--- src/hdl/tac_pkg.sv ---
// Constants, types and register map of the transfer activation control.
package tac_pkg;
  localparam int NSRC = 48;
  localparam int NSLOT = 6;
  localparam int NSET = 24;
  localparam int NFLAG = 5;
  // Register indices; byte address is four times the index.
  localparam logic [7:0] IDX_ACTL = 8'h80;
  localparam logic [7:0] IDX_EN [NSLOT] = '{8'h88, 8'h89, 8'h8A, 8'h8B,
                                            8'h8D, 8'h8E};
  localparam logic [7:0] ACTL_RESET = 8'h00;
  localparam int ACTL_RSVD = 0;
  localparam int ACTL_EVT = 1;
  // Memory map of the vector table and control data area.
  localparam logic [15:0] VEC_BASE = 16'h2C00;
  localparam logic [15:0] CD_BASE = 16'h2C40;
  // Control data byte offsets inside one eight-byte set.
  localparam logic [2:0] CD_CCR = 3'h0;
  localparam logic [2:0] CD_CCT = 3'h2;
  localparam logic [2:0] CD_RLD = 3'h3;
  localparam logic [2:0] CD_SAL = 3'h4;
  localparam logic [2:0] CD_SAH = 3'h5;
  localparam logic [2:0] CD_DAL = 3'h6;
  localparam logic [2:0] CD_DAH = 3'h7;
  // Set control byte fields.
  localparam int CCR_RPT = 0;
  localparam int CCR_RPT_IRQ = 1;
  localparam int CCR_CHAIN = 2;
  localparam int CCR_SINC = 3;
  localparam int CCR_DINC = 4;
  localparam logic [7:0] CNT_LAST = 8'h01;
  // Sources whose peripheral flag is cleared during operation.
  localparam logic [5:0] SRC_TMR_A = 6'h11;
  localparam logic [5:0] SRC_TMR_B = 6'h10;
  localparam logic [5:0] SRC_TMR_C = 6'h1F;
  localparam logic [5:0] SRC_TMR_D = 6'h1E;
  localparam logic [5:0] SRC_FLASH = 6'h2B;

  typedef enum logic [2:0] {
    S_IDLE = 3'b000,
    S_VEC = 3'b001,
    S_FETCH = 3'b010,
    S_DREAD = 3'b011,
    S_DWRITE = 3'b100,
    S_BACK = 3'b101,
    S_END = 3'b110
  } tac_state_t;

  typedef struct packed {
    logic we;
    logic [15:0] addr;
    logic [7:0] wdata;
  } tac_mem_op_t;

  typedef struct packed {
    logic wdt;
    logic osc;
    logic vm1;
    logic vm2;
  } tac_nmi_t;
endpackage

--- src/hdl/tac_arb.sv ---
// Fixed-priority selection among pending activation requests.
`timescale 1ns/10ps
module tac_arb (
  // Pending requests.
  input wire logic [tac_pkg::NSRC-1:0] pend,
  // Selected source.
  output logic gnt_vld,
  output logic [5:0] gnt_idx
);
  import tac_pkg::*;

  // The last match in the loop wins, so register 0 bit 7 ranks highest.
  function automatic logic [6:0] pick(input logic [NSRC-1:0] p);
    logic [6:0] r;
    r = 7'h00;
    for (int s = NSLOT - 1; s >= 0; s--) begin
      for (int b = 0; b < 8; b++) begin
        if (p[s * 8 + b]) begin
          r = {1'h1, 6'(s * 8 + b)};
        end
      end
    end
    return r;
  endfunction

  always_comb begin
    {gnt_vld, gnt_idx} = pick(pend);
  end
endmodule

--- src/hdl/tac_mem.sv ---
// Byte memory master that runs one read or write per request.
`timescale 1ns/10ps
module tac_mem (
  // Clock and reset.
  input wire logic hclk,
  input wire logic hresetn,
  // Sequencer side.
  input wire logic go,
  input wire tac_pkg::tac_mem_op_t op,
  output logic done_q,
  output logic [7:0] rdata_q,
  // Memory side.
  output logic mem_req_q,
  output tac_pkg::tac_mem_op_t mem_op_q,
  input wire logic mem_ack,
  input wire logic [7:0] mem_rdata
);
  import tac_pkg::*;

  always_ff @(posedge hclk or negedge hresetn) begin
    if (!hresetn) begin
      mem_req_q <= 1'h0;
      mem_op_q <= '0;
      done_q <= 1'h0;
      rdata_q <= 8'h00;
    end else begin
      done_q <= 1'h0;
      if (mem_req_q && mem_ack) begin
        mem_req_q <= 1'h0;
        done_q <= 1'h1;
        rdata_q <= mem_rdata;
      end else if (go && !mem_req_q) begin
        mem_req_q <= 1'h1;
        mem_op_q <= op;
      end
    end
  end
endmodule

--- src/hdl/tac_top.sv ---
// Transfer activation control: register slave, arbitration, sequencer.
//
// Our own choice: the AHB-Lite interface to the registers.
`timescale 1ns/10ps
module tac_top (
  // Clock and reset.
  input wire logic hclk,
  input wire logic hresetn,
  // Register bus.
  input wire logic hsel,
  input wire logic [31:0] haddr,
  input wire logic [1:0] htrans,
  input wire logic hwrite,
  input wire logic [2:0] hsize,
  input wire logic [31:0] hwdata,
  input wire logic hready,
  output logic hreadyout,
  output logic hresp,
  output logic [31:0] hrdata,
  // Peripheral events.
  input wire logic [tac_pkg::NSRC-1:0] irq_src,
  input wire tac_pkg::tac_nmi_t nmi_evt,
  output logic [tac_pkg::NFLAG-1:0] flag_clear,
  output logic busy,
  // Byte memory port.
  output logic mem_req,
  output tac_pkg::tac_mem_op_t mem_op,
  input wire logic mem_ack,
  input wire logic [7:0] mem_rdata
);
  import tac_pkg::*;

  // ****************************************************************
  // Declarations
  // ****************************************************************
  tac_state_t st_q;
  logic wait_q;
  logic [5:0] src_q;
  logic [4:0] set_q;
  logic [2:0] idx_q;
  logic first_q;
  logic [7:0] ccr_q;
  logic [7:0] cct_q;
  logic [7:0] rld_q;
  logic [15:0] sar_q;
  logic [15:0] dar_q;
  logic [7:0] dat_q;
  logic [NSRC-1:0] en_q;
  logic [NSRC-1:0] pend_q;
  logic evt_flag_q;
  logic rsvd_q;
  logic rd_one_q;
  logic dph_wr_q;
  logic [7:0] dph_idx_q;
  logic [31:0] hrdata_q;
  logic [NFLAG-1:0] flag_clear_q;
  logic busy_q;
  logic mm_go;
  logic mm_done;
  logic [7:0] mm_rdata;
  tac_mem_op_t mm_op;
  logic gnt_vld;
  logic [5:0] gnt_idx;
  logic take;
  logic xfer_done;
  logic hit0;
  logic end_clr;
  logic nmi_any;
  logic ap;
  logic ap_rd;
  logic [7:0] ap_idx;
  logic wr_actl;
  logic [31:0] rd_word;
  logic [3:0] wr_slot;
  logic [7:0] cnt_d;
  logic [15:0] cd_addr;

  function automatic logic [3:0] slot_of(input logic [7:0] idx);
    logic [3:0] r;
    r = 4'h0;
    for (int s = 0; s < NSLOT; s++) begin
      if (idx == IDX_EN[s]) begin
        r = {1'h1, 3'(s)};
      end
    end
    return r;
  endfunction

  function automatic logic [2:0] next_idx(input logic [2:0] i,
                                          input logic [2:0] skip);
    return (i == skip) ? 3'(i + 3'h2) : 3'(i + 3'h1);
  endfunction

  function automatic logic [NFLAG-1:0] flag_of(input logic [5:0] s);
    return {s == SRC_FLASH, s == SRC_TMR_D, s == SRC_TMR_C,
            s == SRC_TMR_B, s == SRC_TMR_A};
  endfunction

  // ****************************************************************
  // Register slave
  // ****************************************************************
  // Only whole-word transfers occur, so hsize is not decoded.
  assign ap = hsel && htrans[1] && hready;
  assign ap_rd = ap && !hwrite;
  assign ap_idx = haddr[9:2];
  assign wr_actl = dph_wr_q && (dph_idx_q == IDX_ACTL);
  assign wr_slot = slot_of(dph_idx_q);
  assign nmi_any = nmi_evt.wdt | nmi_evt.osc | nmi_evt.vm1 | nmi_evt.vm2;

  always_comb begin
    logic [3:0] sl;
    sl = slot_of(ap_idx);
    rd_word = 32'h0000_0000;
    if (ap_idx == IDX_ACTL) begin
      rd_word[ACTL_EVT] = evt_flag_q;
      rd_word[ACTL_RSVD] = rsvd_q;
    end else if (sl[3]) begin
      rd_word[7:0] = en_q[{sl[2:0], 3'h0} +: 8];
    end
  end

  // Read data is registered in the address phase so that the bus
  // sees it straight from a flip-flop with no wait state.
  always_ff @(posedge hclk or negedge hresetn) begin
    if (!hresetn) begin
      dph_wr_q <= 1'h0;
      dph_idx_q <= 8'h00;
      hrdata_q <= 32'h0000_0000;
    end else begin
      dph_wr_q <= ap && hwrite;
      if (ap) begin
        dph_idx_q <= ap_idx;
      end
      if (ap_rd) begin
        hrdata_q <= rd_word;
      end
    end
  end

  assign hreadyout = 1'h1;
  assign hresp = 1'h0;
  assign hrdata = hrdata_q;

  // ****************************************************************
  // Event flag
  // ****************************************************************
  always_ff @(posedge hclk or negedge hresetn) begin
    if (!hresetn) begin
      evt_flag_q <= ACTL_RESET[ACTL_EVT];
      rsvd_q <= ACTL_RESET[ACTL_RSVD];
      rd_one_q <= 1'h0;
    end else begin
      if (nmi_any) begin
        evt_flag_q <= 1'h1;
      end else if (wr_actl && !hwdata[ACTL_EVT] && rd_one_q) begin
        evt_flag_q <= 1'h0;
      end
      if (wr_actl) begin
        rsvd_q <= hwdata[ACTL_RSVD];
        rd_one_q <= 1'h0;
      end
      if (ap_rd && ap_idx == IDX_ACTL && evt_flag_q) begin
        rd_one_q <= 1'h1;
      end
    end
  end

  // ****************************************************************
  // Enables and pending requests
  // ****************************************************************
  assign take = (st_q == S_IDLE) && gnt_vld && !evt_flag_q;
  assign hit0 = cct_q == CNT_LAST;
  assign end_clr = first_q && hit0 &&
                   (!ccr_q[CCR_RPT] || ccr_q[CCR_RPT_IRQ]);
  assign xfer_done = (st_q == S_DWRITE) && mm_done;

  // A software write lands after the hardware clear, so a set wins.
  always_ff @(posedge hclk or negedge hresetn) begin
    if (!hresetn) begin
      en_q <= '0;
    end else begin
      if (xfer_done && end_clr) begin
        en_q[src_q] <= 1'h0;
      end
      if (dph_wr_q && wr_slot[3]) begin
        en_q[{wr_slot[2:0], 3'h0} +: 8] <= hwdata[7:0];
      end
    end
  end

  // Requests are taken here and never passed to the interrupt request
  // bit; the global interrupt mask plays no part.
  always_ff @(posedge hclk or negedge hresetn) begin
    if (!hresetn) begin
      pend_q <= '0;
    end else begin
      pend_q <= (pend_q | (irq_src & {NSRC{!evt_flag_q}})) & en_q
                & ~(take ? (NSRC'(1) << gnt_idx) : '0);
    end
  end

  tac_arb u_arb (
    .pend(pend_q),
    .gnt_vld(gnt_vld),
    .gnt_idx(gnt_idx)
  );

  // ****************************************************************
  // Sequencer
  // ****************************************************************
  assign cd_addr = CD_BASE + {8'h00, set_q, idx_q};
  assign cnt_d = (hit0 && ccr_q[CCR_RPT]) ? rld_q : 8'(cct_q - 8'h01);

  always_comb begin
    mm_op = '0;
    unique case (st_q)
      S_VEC: mm_op.addr = VEC_BASE + {10'h000, src_q};
      S_FETCH: mm_op.addr = cd_addr;
      S_DREAD: mm_op.addr = sar_q;
      S_DWRITE: begin
        mm_op.we = 1'h1;
        mm_op.addr = dar_q;
        mm_op.wdata = dat_q;
      end
      S_BACK: begin
        mm_op.we = 1'h1;
        mm_op.addr = cd_addr;
        unique case (idx_q)
          CD_CCT: mm_op.wdata = cct_q;
          CD_SAL: mm_op.wdata = sar_q[7:0];
          CD_SAH: mm_op.wdata = sar_q[15:8];
          CD_DAL: mm_op.wdata = dar_q[7:0];
          CD_DAH: mm_op.wdata = dar_q[15:8];
          default: mm_op.wdata = 8'h00;
        endcase
      end
      default: mm_op = '0;
    endcase
    mm_go = !wait_q && (st_q != S_IDLE) && (st_q != S_END);
  end

  tac_mem u_mem (
    .hclk(hclk),
    .hresetn(hresetn),
    .go(mm_go),
    .op(mm_op),
    .done_q(mm_done),
    .rdata_q(mm_rdata),
    .mem_req_q(mem_req),
    .mem_op_q(mem_op),
    .mem_ack(mem_ack),
    .mem_rdata(mem_rdata)
  );

  // The flag is checked only in idle, so a running chain completes.
  always_ff @(posedge hclk or negedge hresetn) begin
    if (!hresetn) begin
      st_q <= S_IDLE;
      wait_q <= 1'h0;
      src_q <= 6'h00;
      set_q <= 5'h00;
      idx_q <= 3'h0;
      first_q <= 1'h0;
    end else begin
      if (mm_go) begin
        wait_q <= 1'h1;
      end
      if (mm_done) begin
        wait_q <= 1'h0;
      end
      unique case (st_q)
        S_IDLE: if (take) begin
          src_q <= gnt_idx;
          first_q <= 1'h1;
          st_q <= S_VEC;
        end
        S_VEC: if (mm_done) begin
          set_q <= mm_rdata[4:0];
          idx_q <= CD_CCR;
          st_q <= S_FETCH;
        end
        S_FETCH: if (mm_done) begin
          idx_q <= next_idx(idx_q, CD_CCR);
          if (idx_q == CD_DAH) begin
            st_q <= S_DREAD;
          end
        end
        S_DREAD: if (mm_done) begin
          st_q <= S_DWRITE;
        end
        S_DWRITE: if (mm_done) begin
          idx_q <= CD_CCT;
          st_q <= S_BACK;
        end
        S_BACK: if (mm_done) begin
          idx_q <= next_idx(idx_q, CD_CCT);
          if (idx_q == CD_DAH) begin
            st_q <= S_END;
          end
        end
        S_END: if (ccr_q[CCR_CHAIN]) begin
          set_q <= 5'(set_q + 5'h01);
          idx_q <= CD_CCR;
          first_q <= 1'h0;
          st_q <= S_FETCH;
        end else begin
          st_q <= S_IDLE;
        end
        default: st_q <= S_IDLE;
      endcase
    end
  end

  // ****************************************************************
  // Control data and data path
  // ****************************************************************
  always_ff @(posedge hclk or negedge hresetn) begin
    if (!hresetn) begin
      ccr_q <= 8'h00;
      cct_q <= 8'h00;
      rld_q <= 8'h00;
      sar_q <= 16'h0000;
      dar_q <= 16'h0000;
      dat_q <= 8'h00;
    end else if (mm_done) begin
      if (st_q == S_FETCH) begin
        unique case (idx_q)
          CD_CCR: ccr_q <= mm_rdata;
          CD_CCT: cct_q <= mm_rdata;
          CD_RLD: rld_q <= mm_rdata;
          CD_SAL: sar_q[7:0] <= mm_rdata;
          CD_SAH: sar_q[15:8] <= mm_rdata;
          CD_DAL: dar_q[7:0] <= mm_rdata;
          CD_DAH: dar_q[15:8] <= mm_rdata;
          default: dat_q <= dat_q;
        endcase
      end
      if (st_q == S_DREAD) begin
        dat_q <= mm_rdata;
      end
      if (st_q == S_DWRITE) begin
        cct_q <= cnt_d;
        if (ccr_q[CCR_SINC]) begin
          sar_q <= 16'(sar_q + 16'h0001);
        end
        if (ccr_q[CCR_DINC]) begin
          dar_q <= 16'(dar_q + 16'h0001);
        end
      end
    end
  end

  always_ff @(posedge hclk or negedge hresetn) begin
    if (!hresetn) begin
      flag_clear_q <= '0;
      busy_q <= 1'h0;
    end else begin
      flag_clear_q <= (xfer_done && first_q && !end_clr) ?
                      flag_of(src_q) : '0;
      busy_q <= take || (st_q != S_IDLE && !(st_q == S_END &&
                !ccr_q[CCR_CHAIN]));
    end
  end

  assign flag_clear = flag_clear_q;
  assign busy = busy_q;
endmodule

--- config.mk ---
export PLATFORM = sky130hd
export DESIGN_NAME = tac_top
export DESIGN_NICKNAME = d
export VERILOG_FILES = /design/src/hdl/tac_pkg.sv /design/src/hdl/tac_arb.sv /design/src/hdl/tac_mem.sv /design/src/hdl/tac_top.sv
export SDC_FILE = /design/constraint.sdc
export NUM_CORES = 1
export LEC_CHECK = 0
export ABC_AREA = 1
export BUFFER_PORTS_ARGS = -buffer_cell sky130_fd_sc_hd__buf_2
export CAP_MARGIN = 20
export CORE_ASPECT_RATIO = 1.2
export CORE_MARGIN = 2
export CORE_UTILIZATION = 46
export CTS_CLUSTER_DIAMETER = 80
export DETAILED_ROUTE_END_ITERATION = 12
export PLACE_DENSITY_LB_ADDON = 0.12
export SYNTH_ARGS = -nofsm -noshare
export SYNTH_HDL_FRONTEND = slang
export SYNTH_SLANG_ARGS = --single-unit
--- constraint.sdc ---
create_clock -name hclk -period 8.3 [get_ports hclk]
set_input_delay 0.83 -clock hclk [delete_from_list [all_inputs] [get_ports hclk]]
set_output_delay 0.83 -clock hclk [all_outputs]
set_load 0.02 [all_outputs]
==> qor.csv, run 1 <==
stage;metric;value;unit
grt;first-pass GRT wire length;69900;um
worst_hold_path;Hold Path Class;input port to asynchronous set/reset pin;
outcome;status;finished clean;
pwr;Seq pwr share;0.414;
die;Top Ports;201;
critical_path;flop-to-flop setup slack;4540;ps
logic_synthesis;syn_area_per_cell;7.436;um^2
logic_synthesis;library cells used by synthesis;51;
clock_network;Root Driver;clkbuf_16;
final_layout;commonest non-fill, non-tap cell in the layout;nand2_1;
logic_synthesis;FF+latch count, synth;237;
final_layout;Nets;2046;
critical_path;CP Max Fanout;17;
timing;Final Slew Violations;0;
critical_path;Critical Path AT;4180;ps
timing;fin crit period;3757;ps
final_layout;# diodes;0;
detailed_routing;number of nets with antenna violations after routing;0;
final_layout;area of the multi-input gates;6061;um^2
clock_network;Worst-path clk slew;60;ps
place;GPL Wtd Cong;0.9385;
critical_path;crit-path cells;nor4_1, nand2_1, nor2_1, inv_1, nor2_1, clkinv_1, nor2_1, inv_2, o21ai_0, nor2_1;
critical_path;crit end category;flip-flop;
clock_network;CTS H-tree depth;1;
die;die area;30150;um^2
pwr;P_leak;7.382;nW
critical_path;CP Class;flip-flop to flip-flop;
detailed_routing;drt via density;5.583;
clock_network;total CTS buffers;26;
die;core area;28500;um^2
pwr;Sw Pwr;1.336;mW
die;Chip Width;158.8;um
critical_path;Worst Setup EP;pend_q[17]$_DFF_PN0_;
clock_network;worst skew pair latency;540;ps
detailed_routing;Routed wire per std cell;19.45;um
timing;Fin. Hold Viols;0;
grt;initial antenna violation count;0;
timing;Setup violations, final;0;
detailed_routing;Initial DRC Count;1133;
critical_path;R2R Path End;pend_q[17]$_DFF_PN0_;
detailed_routing;final wirelength;44650;um
clock_network;CTS max path bufs;3;
final_layout;filler instances;2861;
pwr;pwr/cell area;244.7;nW/um^2
critical_path;Critical Path Start Type;flip-flop;
grt;Tot GR Track Use;0.2972;
final_layout;most frequent cells in the layout;nand2_1, inv_1, dfrtp_1;
critical_path;cell count of the worst reg-to-reg path;10;
timing;TNS Setup;0;ps
die;FP Rows;68;
final_layout;Synth-to-Final Area Change;13.91;%
critical_path;slowest CP cell;clkinv_1;
timing;Worst Skew;13.46;ps
logic_synthesis;Gate Count Post-Synth;1780;
grt;pin count of the biggest net entering global routing;139;
timing;Slew HR;0.2551;
logic_synthesis;Synth Area in Simple Gates;0.2303;
clock_network;Sink Count;237;
logic_synthesis;Compound-Gate Fraction of Synth Area;0.1981;
logic_synthesis;xor/xnor share of the synthesized area;0.003971;
critical_path;Reg2Reg Launch Point;pend_q[8]$_DFF_PN0_;
die;Initial Util;0.4644;
pwr;internal power;2.353;mW
detailed_routing;via count;12818;
logic_synthesis;Syn. warnings;0;
clock_network;# hold bufs at CTS;0;
pwr;Peak supply drop;181.4;uV
pwr;clock group share of total power;0.326;
logic_synthesis;register area share after synthesis;0.4481;
timing;Worst-Margin Slew;1109;ps
clock_network;CTS resizes;0;
timing;RSZ-0062 raised after global routing;false;
logic_synthesis;largest family of logic cells by synthesized area;simple AND/OR/NAND/NOR gates;
critical_path;cell mode on critical path;nor2_1;
pwr;Sw Ratio;0.3621;
logic_synthesis;multiplexer share of the synthesized area;0.002552;
logic_synthesis;synthesized-area fraction occupied by adder cells;0.01513;
critical_path;Worst Setup SP;pend_q[8]$_DFF_PN0_;
grt;vias in the first global route;12468;
critical_path;Crit path required time;8720;ps
logic_synthesis;Netlist Area Pre-Place;13240;um^2
final_layout;layout cell share with drive strength beyond 1;0.1036;
critical_path;Max stage delay on crit path;660;ps
clock_network;Setup Fix Bufs, Post-CTS;0;
die;die height;189.8;um
detailed_routing;DR DRC count;0;
detailed_routing;1st-pass router iterations;6;
place;DP HPWL;33560;um
final_layout;final core occ;0.5289;
timing;period utilisation layout;0.4526;
grt;remaining global-route overflow;0;
timing;Hold Slack;277.0;ps
flow_run;maxcap violations;0;
clock_network;CTS tree;yes;
timing;Max Clk Rate;0.2662;GHz
final_layout;FF+latch area;5931;um^2
pwr;Combinational Power Share;0.259;
place;buffers added on ports;122;
## critical path: cells and delay by family (launching register included)
family	cells	cell delay [ps]
AO/OA/AOI/OAI	1	320
buffers and inverters	3	940
flip-flops	1	380
AND/OR/NAND/NOR	6	1990
## logic make-up (layout without fill, tap and decap cells)
| group | after synthesis | count (layout) |
|---|---|---|
| compound gates | 464 | 464 |
| xor+xnor | 6 | 6 |
| fa+ha+maj | 16 | 16 |
| buf+inv | 331 | 438 |
| flops | 237 | 237 |
| mux | 3 | 3 |
| other cells | 2 | 26 |
| simple gates | 721 | 721 |
## worst min path at each step
| stage | startpoint | to | slack, ps |
|---|---|---|---|
| after floorplan | ccr_q[1]$_DFFE_PN0P_ | ccr_q[1]$_DFFE_PN0P_ | 450 |
| after global placement | u_mem.mem_op_q[23]$_DFFE_PN0P_ | u_mem.mem_op_q[23]$_DFFE_PN0P_ | 450 |
| after detailed placement | u_mem.mem_op_q[23]$_DFFE_PN0P_ | u_mem.mem_op_q[23]$_DFFE_PN0P_ | 450 |
| after CTS | hresetn | pend_q[16]$_DFF_PN0_ | 340 |
| after global routing | hresetn | pend_q[16]$_DFF_PN0_ | 360 |
| final | hresetn | pend_q[16]$_DFF_PN0_ | 280 |
## through the flow
stage | instances | area (um^2) | worst slack (ps) | power [mW]
2_1_floorplan | 1804 | 13330 | 5377 | 2.095
3_3_place_gp | 2248 | 14150 | 4508 | 2.470
3_5_place_dp | 2249 | 14160 | 4560 | 2.485
4_1_cts | 2293 | 15030 | 4551 | 3.692
5_1_grt | 2296 | 15080 | 4107 | 3.890
6_report | 2296 | 15080 | 4543 | 3.688
## routing by layer
layer	track usage	vias up	part of all wire	wire length (um)
met5	0	-	0	0
met4	0.1884	0	0.072	3207
met3	0.03227	139	0.055	2459
met2	0.5228	482	0.49	21840
met1	0.3484	6070	0.38	17150
li1	-	6127	-	-
## power groups by stage
stage	combinational [mW]	clock [mW]	sequential (mW)
5_1_grt	1.07	1.27	1.55
2_1_floorplan	0.596	0	1.50
3_5_place_dp	0.945	0	1.54
6_report	0.956	1.20	1.53
4_1_cts	0.948	1.22	1.52
3_3_place_gp	0.932	0	1.54
## sequential cells by signal, summed over array words and instances, names as in the netlist, 16 cells and up
name and cells:
sar_q 16, pend_q 48, dar_q 16, u_mem.mem_op_q 25
en_q 48
## cell usage after synthesis (all sizes together)
master / instances / area [um^2]
clkbuf: 46 / 172.7
a21o: 3 / 22.52
o32ai: 6 / 52.55
nor3: 37 / 185.2
dfrtp: 237 / 5931
nand4: 18 / 125.1
conb: 2 / 7.510
or4: 1 / 7.510
o221ai: 2 / 17.52
clkinv: 8 / 30.03
a311oi: 2 / 17.52
nand3b: 1 / 7.510
a22oi: 11 / 82.58
o22ai: 32 / 200.2
nor2: 121 / 464.2
o21bai: 1 / 7.510
a211oi: 11 / 82.58
buf: 28 / 203.9
xor2: 4 / 35.03
nor3b: 1 / 7.510
nand3: 105 / 525.5
o311ai: 3 / 26.28
o211ai: 15 / 112.6
or2: 4 / 25.02
a31oi: 12 / 75.07
mux2: 3 / 33.78
a21boi: 4 / 30.03
a21oi: 140 / 700.7
a221oi: 3 / 26.28
inv: 249 / 934.7
a211o: 1 / 8.760
a2bb2oi: 1 / 8.760
a2111oi: 1 / 8.760
o21ai: 196 / 980.9
ha: 16 / 200.2
xnor2: 2 / 17.52
o21a: 2 / 15.01
nor4: 22 / 137.6
a31o: 1 / 8.760
a32o: 2 / 20.02
o31ai: 12 / 90.09
o2111ai: 3 / 26.28
nand2: 411 / 1563
## cell type report
type	instances	area share
clock buffers	38	0.05088
clock inverters	6	0.007138
repair buffers	137	0.05063
well taps	385	0.03195
flip-flops and latches	237	0.3934
inverters	257	0.06399
multi-input cells	1236	0.4020
Power figures use the tool's default switching activity.
==> run 2: changes to the inputs <==
==> constraint.sdc (replaced) <==
create_clock -name hclk -period 3.3 [get_ports hclk]
set_input_delay 0.33 -clock hclk [delete_from_list [all_inputs] [get_ports hclk]]
set_output_delay 0.33 -clock hclk [all_outputs]
set_load 0.02 [all_outputs]
==> run 2 against run 1 <==
The run now ends with negative setup slack left. Utilization rose by 2.7 points. Die area did not move. Routed wire length rose by 2.3%. Total power rose to 2.7 times the previous value. Critical endpoint unchanged. Largest cell class unchanged.
==> qor.csv, run 2 (synthesis gave the netlist of run 1 again) <==
stage;metric;value;unit;change
place;DP HPWL;34850;um;+3.8%
critical_path;Reg2Reg Launch Point;pend_q[42]$_DFF_PN0_;;
critical_path;Critical Path AT;3900;ps;-280 ps
place;GPL Wtd Cong;0.9787;;+4.3%
clock_network;Worst-path clk slew;60;ps;about the same
flow_run;maxcap violations;0;;unchanged
die;die height;189.8;um;unchanged
critical_path;Max stage delay on crit path;390;ps;-270 ps
timing;Worst-Margin Slew;1020;ps;-88.97 ps
critical_path;Critical Path Stages;30;;+20
die;Top Ports;201;;unchanged
final_layout;Synth-to-Final Area Change;19.82;%;
die;FP Rows;68;;unchanged
clock_network;total CTS buffers;27;;+3.8%
detailed_routing;via count;13075;;+2.0%
clock_network;worst skew pair latency;540;ps;about the same
critical_path;CP bufs+invs;6;;+3
timing;Worst Slack Setup Final;-165.7;ps;-4709 ps
critical_path;Critical Path Start Type;flip-flop;;
outcome;failing checks;negative setup slack;;
clock_network;Root Driver;clkbuf_16;;
pwr;P_leak;7.749;nW;+5.0%
critical_path;CP Class;flip-flop to flip-flop;;
detailed_routing;DR DRC count;0;;unchanged
timing;Slew HR;0.3149;;+0.05977
final_layout;biggest regs;en_q x48, pend_q x48, u_mem.mem_op_q x25;;
final_layout;most frequent cells in the layout;nand2_1, inv_1, dfrtp_1;;
clock_network;Sink Count;237;;unchanged
final_layout;FF+latch area;5931;um^2;unchanged
timing;RSZ-0062 raised after global routing;true;;
worst_hold_path;Worst Hold Depth;3;;
grt;initial antenna violation count;0;;unchanged
critical_path;Crit path required time;3730;ps;-4990 ps
final_layout;area of the multi-input gates;6206;um^2;+2.4%
die;die area;30150;um^2;unchanged
clock_network;CTS tree;yes;;
grt;remaining global-route overflow;0;;unchanged
final_layout;Nets;2104;;+2.8%
critical_path;cell mode on critical path;nand3_1;;
timing;Fin. Hold Viols;0;;unchanged
place;buffers added on ports;122;;unchanged
timing;Setup violations, final;40;;+40
pwr;pwr/cell area;619.6;nW/um^2;+150%
final_layout;layout cell share with drive strength beyond 1;0.1481;;+0.04446
detailed_routing;final wirelength;45690;um;+2.3%
timing;Final Slew Violations;0;;unchanged
worst_hold_path;Hold Path Origin;mem_rdata[1];;
final_layout;# diodes;0;;unchanged
outcome;status;finished, violations left;;
critical_path;crit-path leading delay family;simple AND/OR/NAND/NOR gates;;
grt;first-pass GRT wire length;71130;um;+1.8%
detailed_routing;Routed wire per std cell;19.38;um;-0.33%
critical_path;CP Max Fanout;4;;-13
timing;Worst Skew;19.61;ps;+6.147 ps
clock_network;CTS max path bufs;3;;unchanged
grt;pin count of the biggest net entering global routing;73;;-47%
grt;Tot GR Track Use;0.3017;;+0.004551
die;core area;28500;um^2;unchanged
detailed_routing;drt via density;5.547;;-0.63%
pwr;Peak supply drop;497.8;uV;+170%
final_layout;filler instances;2783;;-2.7%
critical_path;cell count of the worst reg-to-reg path;30;;+20
timing;Max Clk Rate;0.2885;GHz;+8.4%
timing;period utilisation layout;1.050;;+0.5976
timing;fin crit period;3466;ps;-291.1 ps
grt;vias in the first global route;12671;;+1.6%
detailed_routing;1st-pass router iterations;6;;unchanged
worst_hold_path;Hold Path Class;input port to flip-flop;;
timing;Hold Slack;19.14;ps;-257.8 ps
critical_path;Worst Setup SP;pend_q[42]$_DFF_PN0_;;
clock_network;CTS H-tree depth;1;;unchanged
critical_path;slowest CP cell;dfrtp_1;;
critical_path;crit end category;flip-flop;;
final_layout;commonest non-fill, non-tap cell in the layout;nand2_1;;
detailed_routing;number of nets with antenna violations after routing;0;;unchanged
die;Initial Util;0.4644;;unchanged
place;Placement Setup Slack;-205.4;ps;-4766 ps
detailed_routing;Initial DRC Count;1004;;-11%
die;Chip Width;158.8;um;unchanged
[run 2: changes by cell type in the layout (fill, tap and decap cells not counted), sizes merged]
cell         change
buf             +49
dlygate4sd3      +8
bufinv           +4
clkbuf           -2
clkinv           +2
[run 2: per-stage QoR]
stage / cell area (um^2) / setup TNS (ps) / utilization / power, mW / cells
CTS: 15720 / -1642 / 0.5514 / 9.831 / 2352
global placement: 14540 / -2317 / 0.5100 / 6.297 / 2294
detailed placement: 14540 / -1551 / 0.5100 / 6.327 / 2294
floorplan: 13330 / 0 / - / 5.268 / 1804
finish: 15860 / -2981 / 0.5564 / 9.826 / 2357
global route: 15860 / -23640 / 0.5564 / 10.30 / 2357
[run 2: worst paths after layout]
| check | end | slack, ps |
|---|---|---|
| max in group asynchronous | dat_q[1]$_DFFE_PN0P_ | 2050 |
| min in group asynchronous | pend_q[16]$_DFF_PN0_ | 350 |
| worst min-delay path | u_mem.rdata_q[1]$_DFFE_PN0P_ | 20 |
| worst max-delay path | pend_q[17]$_DFF_PN0_ | -170 |
| worst min register to register | u_mem.mem_op_q[22]$_DFFE_PN0P_ | 470 |
| worst max register to register | pend_q[17]$_DFF_PN0_ | -170 |
[run 2: area by class of cell]
class,count,share of cell area
clock buffer,36,0.05041
clock inverter,12,0.01499
inverter,257,0.06083
multi-input combinational,1236,0.3913
sequential,237,0.3740
tap,385,0.03037
timing repair buffer,194,0.07811
[run 2: where the power goes]
part / total [mW] / internal (mW) / switching (mW)
Clock: 3.48 / 2.23 / 1.25
Combinational: 2.51 / 0.814 / 1.70
Sequential: 3.83 / 3.35 / 0.483
Total: 9.83 / 6.39 / 3.43
[run 2: repair_timing]
action                                  in CTS  in global routing
hold buffers                                 8                  0
hold endpoints to repair                    74                  0
resized for setup                           16                 27
endpoints found under the setup margin      34                 60
pin swaps                                    2                 11
cloned                                       0                  0
buffers inserted                             2                  4
[run 2: layer usage]
metal  track usage  up-vias  share of wire
met5             0        -              0
met2        0.5348      468           0.49
li1              -     6254              -
met1        0.3535     6229           0.39
met4        0.1828        0          0.067
met3       0.03336      124          0.048
[run 2: tightest hold or removal path: cells and delay by family]
family,cells,cell delay (ps)
AOI/OAI and AO/OA,1,70
buffers and inverters,1,80
and+or+nand+nor,1,50
